**src/rtl/svd_pkg.sv**
```systemverilog
// Constants for the supply threshold detector control block.
// Assumes a 20 MHz system clock and a separate free-running settle tick source.
package svd_pkg;
	localparam logic [3:0] ADDR_CONTROL  = 4'h0;
	localparam logic [3:0] ADDR_CORE_INT = 4'h1;
	localparam logic [3:0] ADDR_FLAGS2   = 4'h2;
	localparam logic [3:0] ADDR_ENABLES2 = 4'h3;
	localparam logic [3:0] ADDR_PRIO2    = 4'h4;
	localparam int BIT_DIR    = 7;
	localparam int BIT_STABLE = 5;
	localparam int BIT_EN     = 4;
	localparam int BIT_GIE    = 7;
	localparam int BIT_EVENT  = 2;
	localparam logic [3:0] LEVEL_EXTERNAL = 4'hf;
	localparam logic [3:0] LEVEL_RESET    = 4'h5;
	localparam logic [7:0] PRIO_RESET     = 8'h04;
	localparam int SETTLE_TICKS = 20;
endpackage : svd_pkg

```
**src/rtl/svd_top.sv**
```systemverilog
// Control, flag and interrupt logic of the supply threshold detector.
// Assumes the comparator outputs and the settle tick arrive asynchronously.
//
// The address map and register access over Avalon-MM were chosen for this implementation.
`timescale 1ns/1ns
module svd_top #(
	parameter int SETTLE_TICKS = svd_pkg::SETTLE_TICKS
) (
	input  wire logic        clk,
	input  wire logic        resetn,
	input  wire logic [3:0]  avs_address,
	input  wire logic        avs_read,
	input  wire logic        avs_write,
	input  wire logic [31:0] avs_writedata,
	output logic      [31:0] avs_readdata,
	output logic             avs_waitrequest,
	input  wire logic        settle_tick,
	input  wire logic        ref_user_enable,
	input  wire logic        divider_above,
	input  wire logic        external_trip_input,
	input  wire logic        sleep_mode,
	output logic      [3:0]  trip_level_select,
	output logic             detector_power,
	output logic             irq,
	output logic             wake_request,
	output logic             vector_request
);
	// Indices of the asynchronous inputs inside the synchroniser bank.
	localparam int SYNC_WIDTH = 4;
	localparam int IDX_TICK   = 0;
	localparam int IDX_DIV    = 1;
	localparam int IDX_EXT    = 2;
	localparam int IDX_REF    = 3;

	// Software-visible registers.
	logic [7:0]            ctrl_reg;
	logic [7:0]            core_reg;
	logic [7:0]            flags_reg;
	logic [7:0]            enables_reg;
	logic [7:0]            prio_reg;

	// Settling state of the shared reference.
	logic                  stable_reg;
	logic [15:0]           settle_cnt_reg;

	// Two-stage synchronisers and edge history.
	logic [SYNC_WIDTH-1:0] async_in;
	logic [SYNC_WIDTH-1:0] meta_reg;
	logic [SYNC_WIDTH-1:0] sync_reg;
	logic                  tick_prev_reg;
	logic                  above_prev_reg;
	logic                  ref_prev_reg;

	// Bus handshake and write decode.
	logic                  wait_reg;
	logic                  request;
	logic                  wr;
	logic                  wr_control;
	logic                  wr_core;
	logic                  wr_flags;
	logic                  wr_enables;
	logic                  wr_prio;

	// Event path.
	logic                  above;
	logic                  rising;
	logic                  falling;
	logic                  crossing;
	logic                  restart;
	logic                  tick_edge;
	logic                  event_set;
	logic                  event_unmasked;

	// True when the bus address selects the given register.
	function automatic logic addr_hit(
		input logic [3:0] addr,
		input logic [3:0] target
	);
		return addr == target;
	endfunction : addr_hit

	function automatic logic [7:0] control_view(
		input logic [7:0] ctrl,
		input logic       stable
	);
		return {ctrl[svd_pkg::BIT_DIR], 1'b0, stable, ctrl[svd_pkg::BIT_EN], ctrl[3:0]};
	endfunction : control_view

	// Readback of the selected register; unmapped addresses read as zero.
	function automatic logic [7:0] read_view(
		input logic [3:0] addr,
		input logic [7:0] ctrl,
		input logic       stable,
		input logic [7:0] core,
		input logic [7:0] flags,
		input logic [7:0] enables,
		input logic [7:0] prio
	);
		logic [7:0] value;
		value = 8'h00;
		if (addr_hit(addr, svd_pkg::ADDR_CONTROL)) begin
			value = control_view(ctrl, stable);
		end else if (addr_hit(addr, svd_pkg::ADDR_CORE_INT)) begin
			value = core;
		end else if (addr_hit(addr, svd_pkg::ADDR_FLAGS2)) begin
			value = flags;
		end else if (addr_hit(addr, svd_pkg::ADDR_ENABLES2)) begin
			value = enables;
		end else if (addr_hit(addr, svd_pkg::ADDR_PRIO2)) begin
			value = prio;
		end
		return value;
	endfunction : read_view

	// All four inputs arrive from outside the clock domain.
	assign async_in[IDX_TICK] = settle_tick;
	assign async_in[IDX_DIV]  = divider_above;
	assign async_in[IDX_EXT]  = external_trip_input;
	assign async_in[IDX_REF]  = ref_user_enable;

	assign request    = avs_read || avs_write;
	// A write lands only at the edge at which waitrequest is seen low.
	assign wr         = avs_write && !wait_reg;
	assign wr_control = wr && addr_hit(avs_address, svd_pkg::ADDR_CONTROL);
	assign wr_core    = wr && addr_hit(avs_address, svd_pkg::ADDR_CORE_INT);
	assign wr_flags   = wr && addr_hit(avs_address, svd_pkg::ADDR_FLAGS2);
	assign wr_enables = wr && addr_hit(avs_address, svd_pkg::ADDR_ENABLES2);
	assign wr_prio    = wr && addr_hit(avs_address, svd_pkg::ADDR_PRIO2);

	assign above = (ctrl_reg[3:0] == svd_pkg::LEVEL_EXTERNAL) ?
		sync_reg[IDX_EXT] : sync_reg[IDX_DIV];
	assign rising  = above && !above_prev_reg;
	assign falling = !above && above_prev_reg;
	assign crossing = ctrl_reg[svd_pkg::BIT_DIR] ? rising : falling;
	assign restart = !ctrl_reg[svd_pkg::BIT_EN] ||
		(sync_reg[IDX_REF] && !ref_prev_reg);
	assign tick_edge = sync_reg[IDX_TICK] && !tick_prev_reg;
	assign event_set = crossing && stable_reg && ctrl_reg[svd_pkg::BIT_EN];
	// Flag and its enable, shared by the interrupt and wake paths.
	assign event_unmasked = flags_reg[svd_pkg::BIT_EVENT] &&
		enables_reg[svd_pkg::BIT_EVENT];

	// Two flip-flops per input; nothing but the second stage reads the first.
	genvar gi;
	generate
		for (gi = 0; gi < SYNC_WIDTH; gi++) begin : g_sync
			always_ff @(posedge clk or negedge resetn) begin
				if (!resetn) begin
					meta_reg[gi] <= 1'b0;
					sync_reg[gi] <= 1'b0;
				end else begin
					meta_reg[gi] <= async_in[gi];
					sync_reg[gi] <= meta_reg[gi];
				end
			end
		end
	endgenerate

	// Edge history resets to the idle level of every input, so no false edge follows reset.
	always_ff @(posedge clk or negedge resetn) begin
		if (!resetn) begin
			tick_prev_reg <= 1'b0;
			above_prev_reg <= 1'b0;
			ref_prev_reg <= 1'b0;
		end else begin
			tick_prev_reg <= sync_reg[IDX_TICK];
			above_prev_reg <= above;
			ref_prev_reg <= sync_reg[IDX_REF];
		end
	end

	// Timed by settle tick.
	// The tick runs free of the system clock, so a clock change does not stretch settling.
	always_ff @(posedge clk or negedge resetn) begin
		if (!resetn) begin
			settle_cnt_reg <= 16'h0000;
			stable_reg <= 1'b0;
		end else if (restart) begin
			settle_cnt_reg <= 16'h0000;
			stable_reg <= 1'b0;
		end else if (tick_edge && !stable_reg) begin
			if (settle_cnt_reg == 16'(SETTLE_TICKS - 1)) begin
				stable_reg <= 1'b1;
			end
			settle_cnt_reg <= settle_cnt_reg + 16'h0001;
		end
	end

	// Reset to defaults.
	// Bits 6 and 5 are not stored: one reads zero, the other comes from the settle logic.
	always_ff @(posedge clk or negedge resetn) begin
		if (!resetn) begin
			ctrl_reg <= {4'h0, svd_pkg::LEVEL_RESET};
		end else if (wr_control) begin
			ctrl_reg <= {avs_writedata[7], 2'b00, avs_writedata[4:0]};
		end
	end

	always_ff @(posedge clk or negedge resetn) begin
		if (!resetn) begin
			core_reg <= 8'h00;
			enables_reg <= 8'h00;
			prio_reg <= svd_pkg::PRIO_RESET;
		end else begin
			if (wr_core) begin
				core_reg <= avs_writedata[7:0];
			end
			if (wr_enables) begin
				enables_reg <= avs_writedata[7:0];
			end
			if (wr_prio) begin
				prio_reg <= avs_writedata[7:0];
			end
		end
	end

	always_ff @(posedge clk or negedge resetn) begin
		if (!resetn) begin
			flags_reg <= 8'h00;
		end else begin
			if (wr_flags) begin
				flags_reg <= avs_writedata[7:0];
			end
			// The hardware set comes last so that it wins over a clear in the same cycle.
			if (event_set) begin
				flags_reg[svd_pkg::BIT_EVENT] <= 1'b1;
			end
		end
	end

	// One wait state keeps read data registered and the request edge unambiguous.
	always_ff @(posedge clk or negedge resetn) begin
		if (!resetn) begin
			wait_reg <= 1'b1;
		end else begin
			wait_reg <= !(request && wait_reg);
		end
	end

	assign avs_waitrequest = wait_reg;

	// Read data is loaded every cycle, so it stands at the edge that ends the wait.
	always_ff @(posedge clk or negedge resetn) begin
		if (!resetn) begin
			avs_readdata <= 32'h0000_0000;
		end else begin
			avs_readdata <= {24'h00_0000, read_view(
				avs_address,
				ctrl_reg,
				stable_reg,
				core_reg,
				flags_reg,
				enables_reg,
				prio_reg
			)};
		end
	end

	always_ff @(posedge clk or negedge resetn) begin
		if (!resetn) begin
			irq <= 1'b0;
		end else begin
			irq <= event_unmasked && core_reg[svd_pkg::BIT_GIE] && stable_reg;
		end
	end

	// Wake needs only sleep mode and the enabled event flag; the global enable decides the vector.
	always_ff @(posedge clk or negedge resetn) begin
		if (!resetn) begin
			wake_request <= 1'b0;
			vector_request <= 1'b0;
		end else begin
			wake_request <= sleep_mode && event_unmasked;
			vector_request <= sleep_mode && event_unmasked &&
				core_reg[svd_pkg::BIT_GIE];
		end
	end

	// Registered copies steer the analog part without glitches from the bus decode.
	always_ff @(posedge clk or negedge resetn) begin
		if (!resetn) begin
			trip_level_select <= svd_pkg::LEVEL_RESET;
			detector_power <= 1'b0;
		end else begin
			trip_level_select <= ctrl_reg[3:0];
			detector_power <= ctrl_reg[svd_pkg::BIT_EN];
		end
	end
endmodule : svd_top

```
**config.mk**
```make
export PLATFORM = sky130hd
export DESIGN_NAME = svd_top
export DESIGN_NICKNAME = d
export VERILOG_FILES = /design/src/rtl/svd_pkg.sv /design/src/rtl/svd_top.sv
export SDC_FILE = /design/constraint.sdc
export NUM_CORES = 1
export LEC_CHECK = 0
export BUFFER_PORTS_ARGS = -buffer_cell sky130_fd_sc_hd__buf_4
export CORE_ASPECT_RATIO = 0.6
export CORE_MARGIN = 1.5
export CORE_UTILIZATION = 45
export CTS_CLUSTER_DIAMETER = 40
export DETAILED_ROUTE_END_ITERATION = 10
export PLACE_DENSITY = 0.69
export SLEW_MARGIN = 40
export SYNTH_ARGS = -nofsm -noshare
export SYNTH_HDL_FRONTEND = slang
export SYNTH_SLANG_ARGS = --single-unit
```
**constraint.sdc**
```tcl
create_clock -name clk -period 5.5 [get_ports clk]
set_input_delay 0.275 -clock clk [delete_from_list [all_inputs] [get_ports clk]]
set_output_delay 0.275 -clock clk [all_outputs]
set_load 0.05 [all_outputs]
```
Yosys cells after proc, flatten, opt, wreduce, memory -nomap -nowiden. Cells that the tools add are included.

Input bits: 45. Word-level logic and storage cells: 81. Register bits: 83. Output and inout bits: 41.

Equality and inequality tests: 6. Muxes and demuxes: 14. Reductions and logical operators: 34. $add $sub $neg: 1.

Operator list (number): 8-bit 2-to-1 mux (5); 16-bit 2-to-1 mux (2); 1-bit logical AND (19); 16-bit by 1-bit adder with 16-bit output, second input constant (1); 16-bit by 5-bit == test with 1-bit output, second input constant (1); 4-bit by 2-bit == test with 1-bit output, second input constant (2); 1-bit logical NOT (8); 1-bit 2-to-1 mux (6); 2-bit nonzero test (3); 4-bit by 1-bit == test with 1-bit output, second input constant (1); 4-bit by 3-bit == test with 1-bit output, second input constant (1); 4-bit == test, second input constant (1); 4-bit logical NOT (1); 3-bit 2-to-1 mux (1); 1-bit logical OR (2); 2-bit AND reduction (1).

Longest topological paths before layout.
Depth after elaboration: 8. Gate-level depth with buffers: 6. Depth with buffers taken out: 5.

Least setup slack after synthesis. No wires, ideal clock.

Kind: register to register. Start: reg stable_reg. End: reg settle_cnt_reg[15]. Cell stages (with the launch flop): 6. Setup slack: 3593 ps. Required time: 5421 ps. Period minus slack after synthesis: 1907 ps. Library setup time: 79 ps. Data arrival time: 1828 ps. Cell sequence: dfrtp_1 or3b_1 buf_6 or3_4 or4_1 a21oi_1.

Word-level cells in the longest chain between the ends: 3.

RTL lines: start: declaration (RTL line svd_top.sv:43) `logic stable_reg;`; start signal: assignment (RTL line svd_top.sv:177) `stable_reg <= 1'b0;`; start signal: assignment (RTL line svd_top.sv:180) `stable_reg <= 1'b0;`; start signal: assignment (RTL line svd_top.sv:183) `stable_reg <= 1'b1;`; 1-bit logical NOT (RTL line svd_top.sv:181) `end else if (tick_edge && !stable_reg) begin`; 1-bit logical AND (RTL line svd_top.sv:181); 2-bit nonzero test (no line); end signal: assignment (RTL line svd_top.sv:185) `settle_cnt_reg <= settle_cnt_reg + 16'h0001;`; end: declaration (RTL line svd_top.sv:44) `logic [15:0] settle_cnt_reg;`.

Every way passes these cells. A chain may end at the register's enable or synchronous reset.

Worst setup path after layout. Ends and elaborated chain as after synthesis.

==> metrics.md <==
| Metric | Value |
|---|---|
| Gr usage total | 0.178 |
| Critical-path cell list | or3b_1 -> or3_4 -> or4_1 -> a21oi_1 |
| Final nets | 389 |
| VDD IR max | 0.181 mV |
| Synthesized cell area | 3690 um^2 |
| Final worst-path cycle share | 0.386 |
| GPL Wtd Cong | 0.833 |
| Synth Area in Compound Gates | 0.0750 |
| Endpoints failing setup | 0 |
| Synth warnings | 0 |
| Drt pass-1 iters | 4 |
| Seq cells post-synth | 83 |
| Cells after synthesis | 306 |
| CP required | 5.75 ns |
| Main synth FF type | dfrtp_1 |
| CTS Root Cell | clkbuf_16 |
| Layout cells sized above 1 | 0.310 |
| CTS tree | yes |
| Worst reg2reg startpoint | stable_reg$_DFFE_PN0P_ |
| Top cell type's share of synthesized area | 0.523 |
| Deepest clock path buffer count | 2 |
| Initial Utilization | 0.466 |
| Post-synth EDFFs | 0 |
| Post-route setup TNS | 0 ns |
| Fill count | 686 |
| Distinct cell type count after synthesis | 52 |
| Commonest cells post-synth | dfrtp_1 (77), mux2_2 (39), buf_4 (24) |
| Largest net degree at the start of global routing | 84 |
| Dominant cells by area after synthesis | dfrtp_1 (52%), mux2_2 (12%), buf_4 (4.9%) |
| Core area | 7910 um^2 |
| CP top delay family | simple AND/OR/NAND/NOR gates |
| Psw | 0.437 mW |
| Syn_area_per_cell | 12.0 um^2 |
| Antenna fix cells | 0 |
| Post-Synth Adder-Cell Area | 0.00339 |
| Pint | 1.12 mW |
| Worst-path fanout max | 8 |
| CTS resizes | 0 |
| Seq/Total Area, Yosys | 0.565 |
| Max incr delay on CP | 0.56 ns |
| RSZ-0062 raised after global routing | no |
| Async SR Flop Fraction | 1.00 |
| Die area | 8760 um^2 |
| Setup bufs post-CTS | 0 |
| Minimum clock period | 2.12 ns |
| Worst setup EP type | flip-flop |
| Die Span X | 120 um |
| Worst Path Buf+Inv | 0 |
| Max-Cap Viols | 0 |
| Critical-path top delay cell | or3b_1 |
| Sw Ratio | 0.281 |
| Worst Hold Class | in -> async |
| Number of top-level pins | 86 |
| WS Path Type | reg -> reg |
| Clock latency on the worst-skew pair | 0.33 ns |
| Depth of the CTS H-tree | 3 |
| Post-CTS Hold Buffers | 0 |
| Routed Antenna Nets | 0 |
| Register share of total power | 0.478 |
| Average wire per standard cell | 15.8 um |
| Critical Path AT | 2.38 ns |
| Fin. Hold Viols | 28 |
| Via count | 2,371 |
| Layout area overhead | 15.7% |
| Mux share of post-synthesis cell area | 0.125 |
| Vias in the first global route | 2,178 |
| Hold Slack | -0.0203 ns |
| Utilization after layout | 0.539 |
| CTS buffer count | 9 |
| Placed Area | 3970 um^2 |
| Static Leak | 1.91 nW |
| Synth Area in XOR/XNOR | 0.0214 |
| Slew headroom | 0.492 |
| Max reg flops | 16 |
| FP Rows | 25 |
| Iter 0 DRT Violations | 151 |
| Total Power | 1.55 mW |
| Design Area, Final | 4270 um^2 |
| Clk sinks | 83 |
| Failing checks | hold timing |
| Vias per inst | 5.20 |
| PwrDens | 364 nW/um^2 |
| Combinational Power Share | 0.159 |
| Worst-Margin Slew | 0.756 ns |
| Final Max Tran Viols | 0 |
| Reg clk slew, reported paths | 0.06 ns |
| CP Launch Type | flip-flop |
| # DRC | 0 |
| Leading area contributor after synthesis | dfrtp_1 |
| Final Routed Wirelength | 7.19 mm |
| Largest family of logic cells by synthesized area | simple AND/OR/NAND/NOR gates |
| Clock skew | 0.00572 ns |
| Antenna violations before repair | 0 |
| Die H | 73.1 um |
| CP startpoint | stable_reg$_DFFE_PN0P_ |
| Share of power burned in the clock network | 0.363 |
| Most frequent cell after synthesis | dfrtp_1 |
| FMAX | 0.471 GHz |
| Post-DP HPWL | 4.90 mm |
| Simple logic cell fraction of the synthesized area | 0.145 |
| First-pass GRT wire length | 11.6 mm |
| Number of I/O port buffers | 37 |
| Status | complete, but fails checks |
| Grt total ovfl | 0 |
==> metal layers <==
| layer | part of all wire | track usage | wire, um |
|---|---|---|---|
| met1 | 0.52 | 0.266 | 3710 |
| met2 | 0.41 | 0.238 | 2980 |
| met3 | 0.066 | 0.0742 | 471 |
| met4 | 0.0029 | 0.0370 | 21 |
| met5 | 0 | 0 | 0 |
==> cells by family (layout without fill, tap and decap cells) <==
kind of cell / Yosys count / in the layout
AOI/OAI and AO/OA: 43 / 43
other: 1 / 24
adders and majority gates: 1 / 1
and+or+nand+nor: 91 / 91
buffers and inverters: 37 / 56
DFF: 83 / 83
muxes: 41 / 41
xor gates and xnor gates: 9 / 9
==> power groups by stage <==
stage          clock network (mW)  registers [mW]  logic (mW)
3_5_place_dp                    0           0.753       0.248
4_1_cts                     0.584           0.742       0.249
2_1_floorplan                   0           0.790       0.144
6_report                    0.565           0.743       0.247
5_1_grt                     0.609           0.753       0.265
3_3_place_gp                    0           0.748       0.242
==> final cells by class <==
class,count,area [um^2],share of cell area
multi-input combinational,209,1460,0.343
tap,108,135,0.0317
clock inverter,5,37.5,0.00880
timing repair buffer,37,284,0.0665
inverter,3,11.3,0.00264
clock buffer,11,253,0.0592
sequential,83,2080,0.488
==> layout by cell type, fill, tap and decap left out, drive strengths merged, types with 6 or more instances in the layout <==
cell type   n
clkbuf     12
mux2       39
a21oi       9
nand3       6
a22oi       7
conb       24
o21ai      10
dfrtp      77
nand4       6
buf        36
dfstp       6
nor2       22
nand2      14
==> metrics by stage <==
stage | cells | hold slack [ns] | setup WS [ns]
2_1_floorplan | 329 | -0.0206 | 3.59
4_1_cts | 456 | 0.00538 | 3.25
5_1_grt | 456 | 0.0207 | 3.29
6_report | 456 | -0.0203 | 3.38
3_3_place_gp | 440 | 0.334 | 3.15
3_5_place_dp | 440 | 0.336 | 3.13
==> worst paths after layout <==
kind / depth (start not counted) / end / slack [ns]
max: 4 / settle_cnt_reg[15]$_DFFE_PN0P_ / 3.38
min: 1 / settle_cnt_reg[5]$_DFFE_PN0P_ / -0.02
max reg2reg: 4 / settle_cnt_reg[15]$_DFFE_PN0P_ / 3.38
min reg2reg: 0 / sync_reg[0]$_DFF_PN0_ / 0.35
max in group asynchronous: 1 / stable_reg$_DFFE_PN0P_ / 5.07
min in group clk: 1 / meta_reg[1]$_DFF_PN0_ / 0.04
Note: power is estimated with default switching activity, not from simulation.
